## config.mk

```make
export PLATFORM = sky130hd
export DESIGN_NAME = cacu_alarm_cmd
export DESIGN_NICKNAME = d
export VERILOG_FILES = /design/src/logic/cacu_alarm_cmd.v
export VERILOG_INCLUDE_DIRS = /design/src /design/src/logic
export SDC_FILE = /design/constraint.sdc
export NUM_CORES = 2
export LEC_CHECK = 0
export ABC_AREA = 1
export BUFFER_PORTS_ARGS = -buffer_cell sky130_fd_sc_hd__buf_2
export CORE_UTILIZATION = 60
export DETAILED_ROUTE_END_ITERATION = 12
export PLACE_DENSITY = 0.76
export SLEW_MARGIN = 20
export SYNTH_ARGS = -nofsm -noshare
export SYNTH_HDL_FRONTEND = slang
export SYNTH_SLANG_ARGS = --single-unit
```

## constraint.sdc

```tcl
create_clock -name core_clk_i -period 8.5 [get_ports core_clk_i]
set_clock_uncertainty 0.1 [all_clocks]
set_input_delay 0.425 -clock core_clk_i [delete_from_list [all_inputs] [get_ports core_clk_i]]
set_output_delay 0.425 -clock core_clk_i [all_outputs]
set_load 0.05 [all_outputs]
```

## src/logic/cacu_defs.vh

```
/*
 Constants of the channel alarm command unit: command codes, characters,
 register offsets, field positions and reset values.
 Assumes byte-wide ASCII frames and a 5-bit register byte address.
*/
// Function
// - Set-low frame: address, code, limit, channel, type, port
// - Limit is sign, three digits, point, two
// - Type letter M momentary, L latched
// - Reported type: 0 off, 1 momentary, 2 latched
// - Accepted gives ! address; invalid gives ? address
// - Malformed, comm error, foreign address: stay silent
// - Port on while any mapped alarm active
// - Active read replies high mask, low mask
// - Mask bit set means active mapped alarm
// - Bad port or invalid request gives ? address
// - High read: limit, type digit, O port
// - Low read: same layout for low alarm
// - Limits use selected scale, Celsius after reset
// - Clear requests reset latched low or high
// - Direct writes ignored on alarm-assigned ports
`ifndef CACU_DEFS_VH
`define CACU_DEFS_VH
`define CACU_CH_LEAD 8'h40
`define CACU_CH_OK 8'h21
`define CACU_CH_BAD 8'h3F
`define CACU_CH_CR 8'h0D
`define CACU_CH_PLUS 8'h2B
`define CACU_CH_MINUS 8'h2D
`define CACU_CH_POINT 8'h2E
`define CACU_CH_C 8'h43
`define CACU_CH_O 8'h4F
`define CACU_CH_M 8'h4D
`define CACU_CH_L 8'h4C
`define CACU_CH_ZERO 8'h30
`define CACU_SET_LOW_LIMIT_CODE 16'h4C4F
`define CACU_SET_HIGH_LIMIT_CODE 16'h4849
`define CACU_READ_ACTIVE_ALARMS_CODE 16'h5241
`define CACU_READ_HIGH_SETTINGS_CODE 16'h5248
`define CACU_READ_LOW_SETTINGS_CODE 16'h524C
`define CACU_CLEAR_LOW_LATCH_CODE 16'h434C
`define CACU_CLEAR_HIGH_LATCH_CODE 16'h4348
`define CACU_SET_LEN 5'h11
`define CACU_SHORT_LEN 5'h07
`define CACU_BUF_DEPTH 5'h14
`define CACU_TYPE_OFF 2'h0
`define CACU_TYPE_MOM 2'h1
`define CACU_TYPE_LATCH 2'h2
`define CACU_REG_ADDR 5'h00
`define CACU_REG_CTRL 5'h04
`define CACU_REG_STAT 5'h08
`define CACU_REG_MASK 5'h0C
`define CACU_REG_DOUT 5'h10
`define CACU_REG_ACT 5'h14
`define CACU_ADDR_RST 8'h01
`define CACU_CTRL_SCALE_BIT 0
`define CACU_EV_ALARM 0
`define CACU_EV_OK 1
`define CACU_EV_BAD 2
`define CACU_EV_DROP 3
`endif

```

## src/logic/cacu_alarm_cmd.v

```verilog
/*
 Channel alarm command unit: parses addressed ASCII alarm requests,
 keeps per-channel low and high alarms, drives the alarm output ports
 and answers the host. Assumes one byte per rx_valid_i cycle, eight
 readings in signed hundredths of the selected scale, and a host
 that waits for each answer before the next request.
*/
// The implementer's own choices: the address map and strobed register access.
`timescale 1ns/100ps
`include "cacu_defs.vh"
module cacu_alarm_cmd (
  input wire core_clk_i,
  input wire rst_n_i,
  input wire [7:0] rx_data_i,
  input wire rx_valid_i,
  input wire rx_err_i,
  output wire [7:0] tx_data_o,
  output wire tx_valid_o,
  input wire tx_ready_i,
  input wire [143:0] reading_i,
  input wire [4:0] reg_addr_i,
  input wire [31:0] reg_wdata_i,
  input wire reg_wr_i,
  input wire reg_rd_i,
  output wire [31:0] reg_rdata_o,
  output wire [7:0] do_o,
  output wire scale_o,
  output wire irq_o
);
  localparam S_RX = 2'b01;
  localparam S_TX = 2'b10;

  function [4:0] hexv;
    input [7:0] c;
    begin
      if (c >= 8'h30 && c <= 8'h39) hexv = {1'b1, c[3:0]};
      else if (c >= 8'h41 && c <= 8'h46) hexv = {1'b1, c[3:0] + 4'h9};
      else hexv = 5'h00;
    end
  endfunction

  function [7:0] hexc;
    input [3:0] n;
    begin
      hexc = (n < 4'hA) ? {4'h3, n} : {4'h4, n - 4'h9};
    end
  endfunction

  function isdig;
    input [7:0] c;
    begin
      isdig = c >= 8'h30 && c <= 8'h39;
    end
  endfunction

  function signed [17:0] tobin;
    input [20:0] l;
    reg [17:0] m;
    begin
      m = {14'h0, l[19:16]} * 18'h02710 + {14'h0, l[15:12]} * 18'h003E8
        + {14'h0, l[11:8]} * 18'h00064 + {14'h0, l[7:4]} * 18'h0000A
        + {14'h0, l[3:0]};
      tobin = l[20] ? -m : m;
    end
  endfunction

  reg [7:0] buf_q [0:19];
  reg [7:0] resp_q [0:14];
  reg [4:0] len_q;
  reg bad_q;
  reg [1:0] state_q;
  reg [3:0] idx_q;
  reg [3:0] rlen_q;
  reg [7:0] tx_data_q;
  reg tx_valid_q;
  reg [7:0] addr_q;
  reg scale_q;
  reg [3:0] stat_q;
  reg [3:0] mask_q;
  reg [7:0] dout_q;
  reg [7:0] do_q;
  reg [31:0] rdata_q;
  reg irq_q;
  reg [20:0] lo_lim_q [0:7];
  reg [20:0] hi_lim_q [0:7];
  reg [1:0] lo_type_q [0:7];
  reg [1:0] hi_type_q [0:7];
  reg [2:0] lo_port_q [0:7];
  reg [2:0] hi_port_q [0:7];
  reg [7:0] lo_act_q;
  reg [7:0] hi_act_q;
  reg [7:0] lo_act_d;
  reg [7:0] hi_act_d;
  reg [7:0] assigned;
  reg [7:0] port_on;
  reg [7:0] hi_mask;
  reg [7:0] lo_mask;
  reg [1:0] dec_ans;
  reg [2:0] dec_cmd;
  reg [2:0] dec_ch;
  reg [2:0] dec_port;
  reg [1:0] dec_type;
  reg [20:0] dec_lim;
  reg [4:0] base;
  reg [4:0] a_hi;
  reg [4:0] a_lo;
  reg [4:0] ck_a;
  reg [4:0] ck_b;
  reg [15:0] code;
  reg [7:0] idxc;
  reg [20:0] rd_lim;
  reg [1:0] rd_type;
  reg [2:0] rd_port;
  reg [3:0] rlen_d;
  reg [3:0] ev;
  reg signed [17:0] rd;
  integer i;
  integer p;
  integer k;

  wire go = state_q == S_RX && rx_valid_i && rx_data_i == `CACU_CH_CR;
  wire ans_ok = go && dec_ans == 2'b01;
  wire ans_any = go && dec_ans != 2'b00;
  wire is_set = dec_cmd == 3'd0 || dec_cmd == 3'd1;

  // Frame decode; dec_ans 00 silent, 01 accepted, 10 invalid
  always @* begin
    dec_ans = 2'b00;
    dec_cmd = 3'd7;
    dec_ch = 3'd0;
    dec_port = 3'd0;
    dec_type = `CACU_TYPE_OFF;
    a_hi = hexv(buf_q[1]);
    a_lo = hexv(buf_q[2]);
    code = {buf_q[3], buf_q[4]};
    case (code)
      `CACU_SET_LOW_LIMIT_CODE: dec_cmd = 3'd0;
      `CACU_SET_HIGH_LIMIT_CODE: dec_cmd = 3'd1;
      `CACU_READ_ACTIVE_ALARMS_CODE: dec_cmd = 3'd2;
      `CACU_READ_HIGH_SETTINGS_CODE: dec_cmd = 3'd3;
      `CACU_READ_LOW_SETTINGS_CODE: dec_cmd = 3'd4;
      `CACU_CLEAR_LOW_LATCH_CODE: dec_cmd = 3'd5;
      `CACU_CLEAR_HIGH_LATCH_CODE: dec_cmd = 3'd6;
      default: dec_cmd = 3'd7;
    endcase
    base = (dec_cmd < 3'd2) ? `CACU_SET_LEN : `CACU_SHORT_LEN;
    ck_a = hexv(buf_q[base]);
    ck_b = hexv(buf_q[base + 5'h01]);
    dec_lim = {buf_q[5] == `CACU_CH_MINUS, buf_q[6][3:0], buf_q[7][3:0],
               buf_q[8][3:0], buf_q[10][3:0], buf_q[11][3:0]};
    idxc = (dec_cmd < 3'd2) ? buf_q[13] : buf_q[6];
    dec_ch = idxc[2:0];
    dec_port = (dec_cmd < 3'd2) ? buf_q[16][2:0] : buf_q[6][2:0];
    if (!bad_q && buf_q[0] == `CACU_CH_LEAD && len_q >= 5'h05 &&
        a_hi[4] && a_lo[4] && {a_hi[3:0], a_lo[3:0]} == addr_q) begin
      if (dec_cmd == 3'd7) begin
        dec_ans = 2'b10;
      end else if (len_q == base ||
                   (len_q == base + 5'h02 && ck_a[4] && ck_b[4])) begin
        if (dec_cmd < 3'd2) begin
          if ((buf_q[5] == `CACU_CH_PLUS || buf_q[5] == `CACU_CH_MINUS) &&
              isdig(buf_q[6]) && isdig(buf_q[7]) && isdig(buf_q[8]) &&
              buf_q[9] == `CACU_CH_POINT && isdig(buf_q[10]) &&
              isdig(buf_q[11]) && buf_q[12] == `CACU_CH_C &&
              isdig(buf_q[13]) && buf_q[15] == `CACU_CH_O &&
              isdig(buf_q[16]) &&
              (buf_q[14] == `CACU_CH_M || buf_q[14] == `CACU_CH_L)) begin
            dec_type = (buf_q[14] == `CACU_CH_M) ? `CACU_TYPE_MOM :
                       `CACU_TYPE_LATCH;
            dec_ans = (buf_q[13][3:0] > 4'h7 || buf_q[16][3:0] > 4'h7) ?
                      2'b10 : 2'b01;
          end
        end else if (isdig(buf_q[6]) &&
                     buf_q[5] == ((dec_cmd == 3'd2) ? `CACU_CH_O :
                                  `CACU_CH_C)) begin
          dec_ans = (buf_q[6][3:0] > 4'h7) ? 2'b10 : 2'b01;
        end
      end
    end
  end

  // Alarm evaluation and port combining
  always @* begin
    assigned = 8'h00;
    port_on = 8'h00;
    hi_mask = 8'h00;
    lo_mask = 8'h00;
    lo_act_d = 8'h00;
    hi_act_d = 8'h00;
    rd = 18'h00000;
    for (i = 0; i < 8; i = i + 1) begin
      rd = reading_i[i * 18 +: 18];
      lo_act_d[i] = lo_type_q[i] != `CACU_TYPE_OFF && (rd < tobin(lo_lim_q[i])
        || (lo_type_q[i] == `CACU_TYPE_LATCH && lo_act_q[i] &&
            !(ans_ok && dec_cmd == 3'd5 && dec_ch == i[2:0])));
      hi_act_d[i] = hi_type_q[i] != `CACU_TYPE_OFF && (rd > tobin(hi_lim_q[i])
        || (hi_type_q[i] == `CACU_TYPE_LATCH && hi_act_q[i] &&
            !(ans_ok && dec_cmd == 3'd6 && dec_ch == i[2:0])));
      for (p = 0; p < 8; p = p + 1) begin
        if (lo_type_q[i] != `CACU_TYPE_OFF && lo_port_q[i] == p[2:0]) begin
          assigned[p] = 1'b1;
          port_on[p] = port_on[p] | lo_act_q[i];
        end
        if (hi_type_q[i] != `CACU_TYPE_OFF && hi_port_q[i] == p[2:0]) begin
          assigned[p] = 1'b1;
          port_on[p] = port_on[p] | hi_act_q[i];
        end
      end
      hi_mask[i] = hi_act_q[i] && hi_type_q[i] != `CACU_TYPE_OFF &&
                   hi_port_q[i] == dec_port;
      lo_mask[i] = lo_act_q[i] && lo_type_q[i] != `CACU_TYPE_OFF &&
                   lo_port_q[i] == dec_port;
    end
  end

  always @* begin
    rd_lim = (dec_cmd == 3'd3) ? hi_lim_q[dec_ch] : lo_lim_q[dec_ch];
    rd_type = (dec_cmd == 3'd3) ? hi_type_q[dec_ch] : lo_type_q[dec_ch];
    rd_port = (dec_cmd == 3'd3) ? hi_port_q[dec_ch] : lo_port_q[dec_ch];
    if (dec_ans == 2'b01 && dec_cmd == 3'd2) rlen_d = 4'h7;
    else if (dec_ans == 2'b01 && (dec_cmd == 3'd3 || dec_cmd == 3'd4))
      rlen_d = 4'hD;
    else rlen_d = 4'h3;
    ev = 4'h0;
    ev[`CACU_EV_ALARM] = |((lo_act_d & ~lo_act_q) | (hi_act_d & ~hi_act_q));
    ev[`CACU_EV_OK] = ans_ok;
    ev[`CACU_EV_BAD] = go && dec_ans == 2'b10;
    ev[`CACU_EV_DROP] = go && dec_ans == 2'b00;
  end

  // Frame and answer storage, data only
  always @(posedge core_clk_i) begin
    if (state_q == S_RX && rx_valid_i && rx_data_i != `CACU_CH_CR &&
        len_q < `CACU_BUF_DEPTH) begin
      if (rx_data_i == `CACU_CH_LEAD) buf_q[0] <= rx_data_i;
      else buf_q[len_q] <= rx_data_i;
    end
    if (ans_any) begin
      resp_q[0] <= (dec_ans == 2'b01) ? `CACU_CH_OK : `CACU_CH_BAD;
      resp_q[1] <= hexc(addr_q[7:4]);
      resp_q[2] <= hexc(addr_q[3:0]);
      resp_q[3] <= rd_lim[20] ? `CACU_CH_MINUS : `CACU_CH_PLUS;
      resp_q[4] <= {4'h3, rd_lim[19:16]};
      resp_q[5] <= {4'h3, rd_lim[15:12]};
      resp_q[6] <= {4'h3, rd_lim[11:8]};
      resp_q[7] <= `CACU_CH_POINT;
      resp_q[8] <= {4'h3, rd_lim[7:4]};
      resp_q[9] <= {4'h3, rd_lim[3:0]};
      resp_q[10] <= {6'h0C, rd_type};
      resp_q[11] <= `CACU_CH_O;
      resp_q[12] <= {5'h06, rd_port};
      if (dec_cmd == 3'd2) begin
        resp_q[3] <= hexc(hi_mask[7:4]);
        resp_q[4] <= hexc(hi_mask[3:0]);
        resp_q[5] <= hexc(lo_mask[7:4]);
        resp_q[6] <= hexc(lo_mask[3:0]);
      end
      resp_q[rlen_d] <= `CACU_CH_CR;
    end
  end

  // Receive, answer sequencing and alarm state
  always @(posedge core_clk_i or negedge rst_n_i) begin
    if (!rst_n_i) begin
      state_q <= S_RX;
      len_q <= 5'h00;
      bad_q <= 1'b0;
      idx_q <= 4'h0;
      rlen_q <= 4'h0;
      tx_data_q <= 8'h00;
      tx_valid_q <= 1'b0;
      lo_act_q <= 8'h00;
      hi_act_q <= 8'h00;
      for (k = 0; k < 8; k = k + 1) begin
        lo_lim_q[k] <= 21'h0;
        hi_lim_q[k] <= 21'h0;
        lo_type_q[k] <= `CACU_TYPE_OFF;
        hi_type_q[k] <= `CACU_TYPE_OFF;
        lo_port_q[k] <= 3'h0;
        hi_port_q[k] <= 3'h0;
      end
    end else begin
      lo_act_q <= lo_act_d;
      hi_act_q <= hi_act_d;
      if (ans_ok && is_set) begin
        if (dec_cmd == 3'd0) begin
          lo_lim_q[dec_ch] <= dec_lim;
          lo_type_q[dec_ch] <= dec_type;
          lo_port_q[dec_ch] <= dec_port;
          lo_act_q[dec_ch] <= 1'b0;
        end else begin
          hi_lim_q[dec_ch] <= dec_lim;
          hi_type_q[dec_ch] <= dec_type;
          hi_port_q[dec_ch] <= dec_port;
          hi_act_q[dec_ch] <= 1'b0;
        end
      end
      case (state_q)
        S_RX: begin
          if (rx_valid_i) begin
            if (rx_data_i == `CACU_CH_CR) begin
              len_q <= 5'h00;
              bad_q <= 1'b0;
              if (ans_any) begin
                state_q <= S_TX;
                idx_q <= 4'h0;
                rlen_q <= rlen_d;
              end
            end else if (rx_data_i == `CACU_CH_LEAD) begin
              len_q <= 5'h01;
              bad_q <= rx_err_i;
            end else if (len_q < `CACU_BUF_DEPTH) begin
              len_q <= len_q + 5'h01;
              bad_q <= bad_q | rx_err_i;
            end else begin
              bad_q <= 1'b1;
            end
          end
        end
        S_TX: begin
          if (!tx_valid_q || tx_ready_i) begin
            if (idx_q <= rlen_q) begin
              tx_data_q <= resp_q[idx_q];
              tx_valid_q <= 1'b1;
              idx_q <= idx_q + 4'h1;
            end else begin
              tx_valid_q <= 1'b0;
              state_q <= S_RX;
            end
          end
        end
        default: state_q <= S_RX;
      endcase
    end
  end

  // Register port, interrupt and output ports
  always @(posedge core_clk_i or negedge rst_n_i) begin
    if (!rst_n_i) begin
      addr_q <= `CACU_ADDR_RST;
      scale_q <= 1'b0;
      stat_q <= 4'h0;
      mask_q <= 4'h0;
      dout_q <= 8'h00;
      do_q <= 8'h00;
      rdata_q <= 32'h00000000;
      irq_q <= 1'b0;
    end else begin
      stat_q <= (stat_q & ~((reg_wr_i && reg_addr_i == `CACU_REG_STAT) ?
                reg_wdata_i[3:0] : 4'h0)) | ev;
      irq_q <= |(stat_q & mask_q);
      do_q <= (assigned & port_on) | (~assigned & dout_q);
      if (reg_wr_i) begin
        case (reg_addr_i)
          `CACU_REG_ADDR: addr_q <= reg_wdata_i[7:0];
          `CACU_REG_CTRL: scale_q <= reg_wdata_i[`CACU_CTRL_SCALE_BIT];
          `CACU_REG_MASK: mask_q <= reg_wdata_i[3:0];
          `CACU_REG_DOUT: dout_q <= reg_wdata_i[7:0];
          default: addr_q <= addr_q;
        endcase
      end
      rdata_q <= 32'h00000000;
      if (reg_rd_i) begin
        case (reg_addr_i)
          `CACU_REG_ADDR: rdata_q <= {24'h000000, addr_q};
          `CACU_REG_CTRL: rdata_q <= {31'h00000000, scale_q};
          `CACU_REG_STAT: rdata_q <= {28'h0000000, stat_q};
          `CACU_REG_MASK: rdata_q <= {28'h0000000, mask_q};
          `CACU_REG_DOUT: rdata_q <= {24'h000000, do_q};
          `CACU_REG_ACT: rdata_q <= {16'h0000, hi_act_q, lo_act_q};
          default: rdata_q <= 32'h00000000;
        endcase
      end
    end
  end

  assign tx_data_o = tx_data_q;
  assign tx_valid_o = tx_valid_q;
  assign reg_rdata_o = rdata_q;
  assign do_o = do_q;
  assign scale_o = scale_q;
  assign irq_o = irq_q;
endmodule

```

==> summary.md <==
| Metric | Value |
|---|---|
| Run status | `finished clean` |
| Fmax | `126 MHz` |
| Worst setup path end | `stat_q[0]` |
| Slew @ Worst Pin | `1.38 ns` |
| Average size of a mapped cell | `8.17 um2` |
| Final Hold Fails | `0` |
| Pwr Density | `between 90 and 100 nW/um2` |
| PortBufs | `205` |
| Largest net degree at the start of global routing | `154` |
| Vias in the first global route | `69,200` |
| Reg area | `between 15,000 and 20,000 um2` |
| Post-synthesis register bit count | `713` |
| Slowest cell on crit path | `fa_1` |
| Core area | `135,000 um2` |
| Die width | `372 um` |
| Die Footprint | `138,000 um2` |
| Setup crit start | `hi_lim_q[118]` |
| Clock slew at reported path FFs | `0.06 ns` |
| Vias per cell | `5.95` |
| H-Tree Depth | `3` |
| Most frequent cells in the layout | `1,776 x inv_1, 1,555 x nand2_1, 1,393 x ha_1, 601 x o21ai_0, 578 x a21oi_1` |
| Starting Density | `approximately three fifths` |
| Multi-input logic area | `55,500 um2` |
| Initial antenna violation count | `18` |
| Clk sinks | `713` |
| DRC Markers | `0` |
| Hold depth | `1` |
| Synth Warn # | `0` |
| Post-synth EDFFs | `180` |
| Worst vdd ir | `0.202 mV` |
| 1st-iter DRT viols | `7,386` |
| CP startpoint kind | `register` |
| Post-DP Area | `84,700 um2` |
| Pins Over Slew Limit | `0` |
| Total Routing Usage GR | `40.7%` |
| Main flop type after synthesis | `dfrtp_1` |
| Critical path data required time | `9.01 ns` |
| Gate power share | `7.5%` |
| Drt total wl | `roughly 280,000 um` |
| GPL Wtd Cong | `1.09` |
| Antenna Nets Post-Route | `0` |
| Sw frac | `27.3%` |
| Hpwl dp | `226,000 um` |
| Slew headroom | `around 8.1%` |
| Int Pwr | `5930 uW` |
| Unique masters post-synth | `75` |
| CP Class | `reg2reg` |
| Crit-path max FO | `5` |
| NetSw | `approximately 2200 uW` |
| Worst min path class | `in2reg` |
| Post-route cell area | `around 88,000 um2` |
| Fillers | `11,500` |
| Worst R2R Setup Slack | `0.56 ns` |
| Post-Syn Area | `82,000 um2` |
| Final core occ | `between 60% and 70%` |
| Place WS | `between 0.5 and 0.6 ns` |
| Die Span Y | `roughly 370 um` |
| Asr flop ratio synth | `71.0%` |
| Global route overflow | `0` |
| Clk_lat worst skew | `0.74 ns` |
| I/O pins | `247` |
| Clock buffer depth | `3` |
| Final setup fails | `0` |
| Register area share after synthesis | `22.7%` |
| Fin crit share | `between 90 and 100%` |
| Pleak | `approximately 0.045 uW` |
| Layout cell share with drive strength beyond 1 | `5.39%` |
| Wirelength per Cell | `23.4 um` |
| Layout area overhead | `7.05%` |
| Final Worst Setup Slack | `~0.56 ns` |
| Commonest non-fill, non-tap cell in the layout | `inv_1` |
| Crit path time final | `about 7.9 ns` |
| TritonCTS clock tree | `built` |
| Worst path most repeated cell | `nand2_1` |
| Total number of vias | `71,700` |
| Final nets | `approximately 12,000` |
| Worst r2r src | `hi_lim_q[118]` |
| Critical path capture point type | `register` |
| # rows | `between 100 and 150` |
| Clock network power share | `47.9%` |
| Reg2reg path depth | `42` |
| CP peak stage delay | `0.64 ns` |
| Cell count after synthesis | `about 10,000` |
| Drt pass-1 iters | `8` |
| R2r endpoint | `stat_q[0]` |
| Global-route wire length before repair | `419,000 um` |
| Root buffer cell | `clkbuf_16` |
| Max Cap Viol | `0` |
| CTS Buf Count | `84` |
| Arrival time at the worst endpoint | `8.45 ns` |
| Seq pwr share | `around 45%` |
power groups by stage:
stage	sequential (uW)	clock, uW	combinational, uW
2_1_floorplan	3710	0	301
3_3_place_gp	3700	0	573
3_5_place_dp	3700	0	594
4_1_cts	3640	3900	604
5_1_grt	3640	4020	678
6_report	3640	3910	612
metal layers:
layer,global-route usage (%),share of wire [%],vias up
li1,-,-,33300
met1,53.0,40,34400
met2,62.2,43,3199
met3,10.6,11,759
met4,20.9,6.3,18
met5,0.455,0.070,-
critical path, delay by kind of cell (launching register included):
kind | cells | cell delay, ns
buffers and inverters | 6 | 0.60
flip-flops | 1 | 0.47
AO/OA/AOI/OAI | 8 | 1.13
adder cells (fa/ha/maj) | 7 | 2.96
AND/OR/NAND/NOR | 17 | 1.89
XOR/XNOR | 4 | 0.67
how the worst min path moves through the flow:
stage,start,to,slack [ns]
2_1_floorplan,rst_n_i,addr_q[1],0.03
6_report,rx_data_i[4],buf_q[2][4],0.07
5_1_grt,rx_data_i[4],buf_q[2][4],0.08
3_5_place_dp,resp_q[9][4],resp_q[9][4],0.33
4_1_cts,rx_data_i[4],buf_q[4][4],0.06
3_3_place_gp,resp_q[11][1],resp_q[11][1],0.31
stage by stage:
step	TNS, ns	hold slack, ns	total power (uW)	cells
final	0	0.0708	8160	12100
after global routing	-0.0306	0.0772	8340	12000
after CTS	0	0.0597	8150	12000
after detailed placement	0	0.333	4300	11900
after global placement	0	0.315	4270	11900
after floorplan	0	0.0294	4010	10000
logic make-up (layout without fill, tap and decap cells):
| kind of cell | after synthesis | after routing | synth area share (%) |
|---|---|---|---|
| buffers and inverters | 2045 | 2261 | 9.74 |
| adder cells (fa/ha/maj) | 1825 | 1825 | 31.8 |
| other | 1 | 23 | 0.00457 |
| multiplexers | 2 | 2 | 0.0244 |
| AO/OA/AOI/OAI | 1865 | 1865 | 13.0 |
| XOR/XNOR | 728 | 728 | 7.78 |
| flip-flops | 713 | 713 | 22.7 |
| AND/OR/NAND/NOR | 2853 | 2853 | 15.0 |
cell type report:
cell class              instances  share of cell area, %
clock inverters                54                  0.736
well taps                    1781                   2.54
clock buffers                 104                   2.57
inverters                    1821                   7.80
diodes                          6                 0.0171
flip-flops and latches        713                   21.2
repair buffers                282                   1.92
multi-input cells            7290                   63.2
synthesized netlist by cell type, drive strengths merged, types with 3 or more instances:
| cell | number | area share [%] |
|---|---|---|
| a2111oi | 12 | 0.14 |
| a211oi | 40 | 0.37 |
| a21o | 16 | 0.15 |
| a21oi | 579 | 3.5 |
| a221oi | 46 | 0.49 |
| a22o | 14 | 0.15 |
| a22oi | 11 | 0.10 |
| a31oi | 33 | 0.25 |
| a41oi | 7 | 0.075 |
| buf | 109 | 0.85 |
| clkbuf | 115 | 0.55 |
| clkinv | 12 | 0.055 |
| dfrtp | 504 | 15 |
| dfxtp | 27 | 0.66 |
| edfxtp | 180 | 6.6 |
| fa | 432 | 11 |
| ha | 1393 | 21 |
| inv | 1809 | 8.3 |
| nand2 | 1568 | 7.2 |
| nand3 | 274 | 1.7 |
| nand3b | 16 | 0.15 |
| nand4 | 133 | 1.0 |
| nor2 | 585 | 2.9 |
| nor3 | 159 | 1.0 |
| nor3b | 27 | 0.25 |
| nor4 | 31 | 0.25 |
| o2111ai | 22 | 0.23 |
| o211ai | 41 | 0.38 |
| o21a | 3 | 0.027 |
| o21ai | 779 | 4.8 |
| o21bai | 77 | 0.70 |
| o221ai | 19 | 0.20 |
| o22ai | 136 | 1.0 |
| o31ai | 10 | 0.092 |
| o41ai | 7 | 0.075 |
| or2 | 55 | 0.42 |
| xnor2 | 213 | 2.3 |
| xor2 | 515 | 5.5 |
sequential cells by signal, indices dropped and copies added (netlist names), 21 cells and up:
| register | flops |
|---|---|
| tobin.l | 21 |
| resp_q | 55 |
| buf_q | 152 |
| hi_lim_q | 147 |
| lo_lim_q | 168 |
| hi_port_q | 24 |
| lo_port_q | 24 |
repair_timing:
| item | CTS | global route |
|---|---|---|
| setup buffers | 0 | 0 |
| setup endpoints to repair | 0 | 2 |
| hold buffers | 18 | 0 |
| endpoints found under the hold margin | 122 | 0 |
| resized for setup | 0 | 4 |
(Power assumes the default switching activity.)
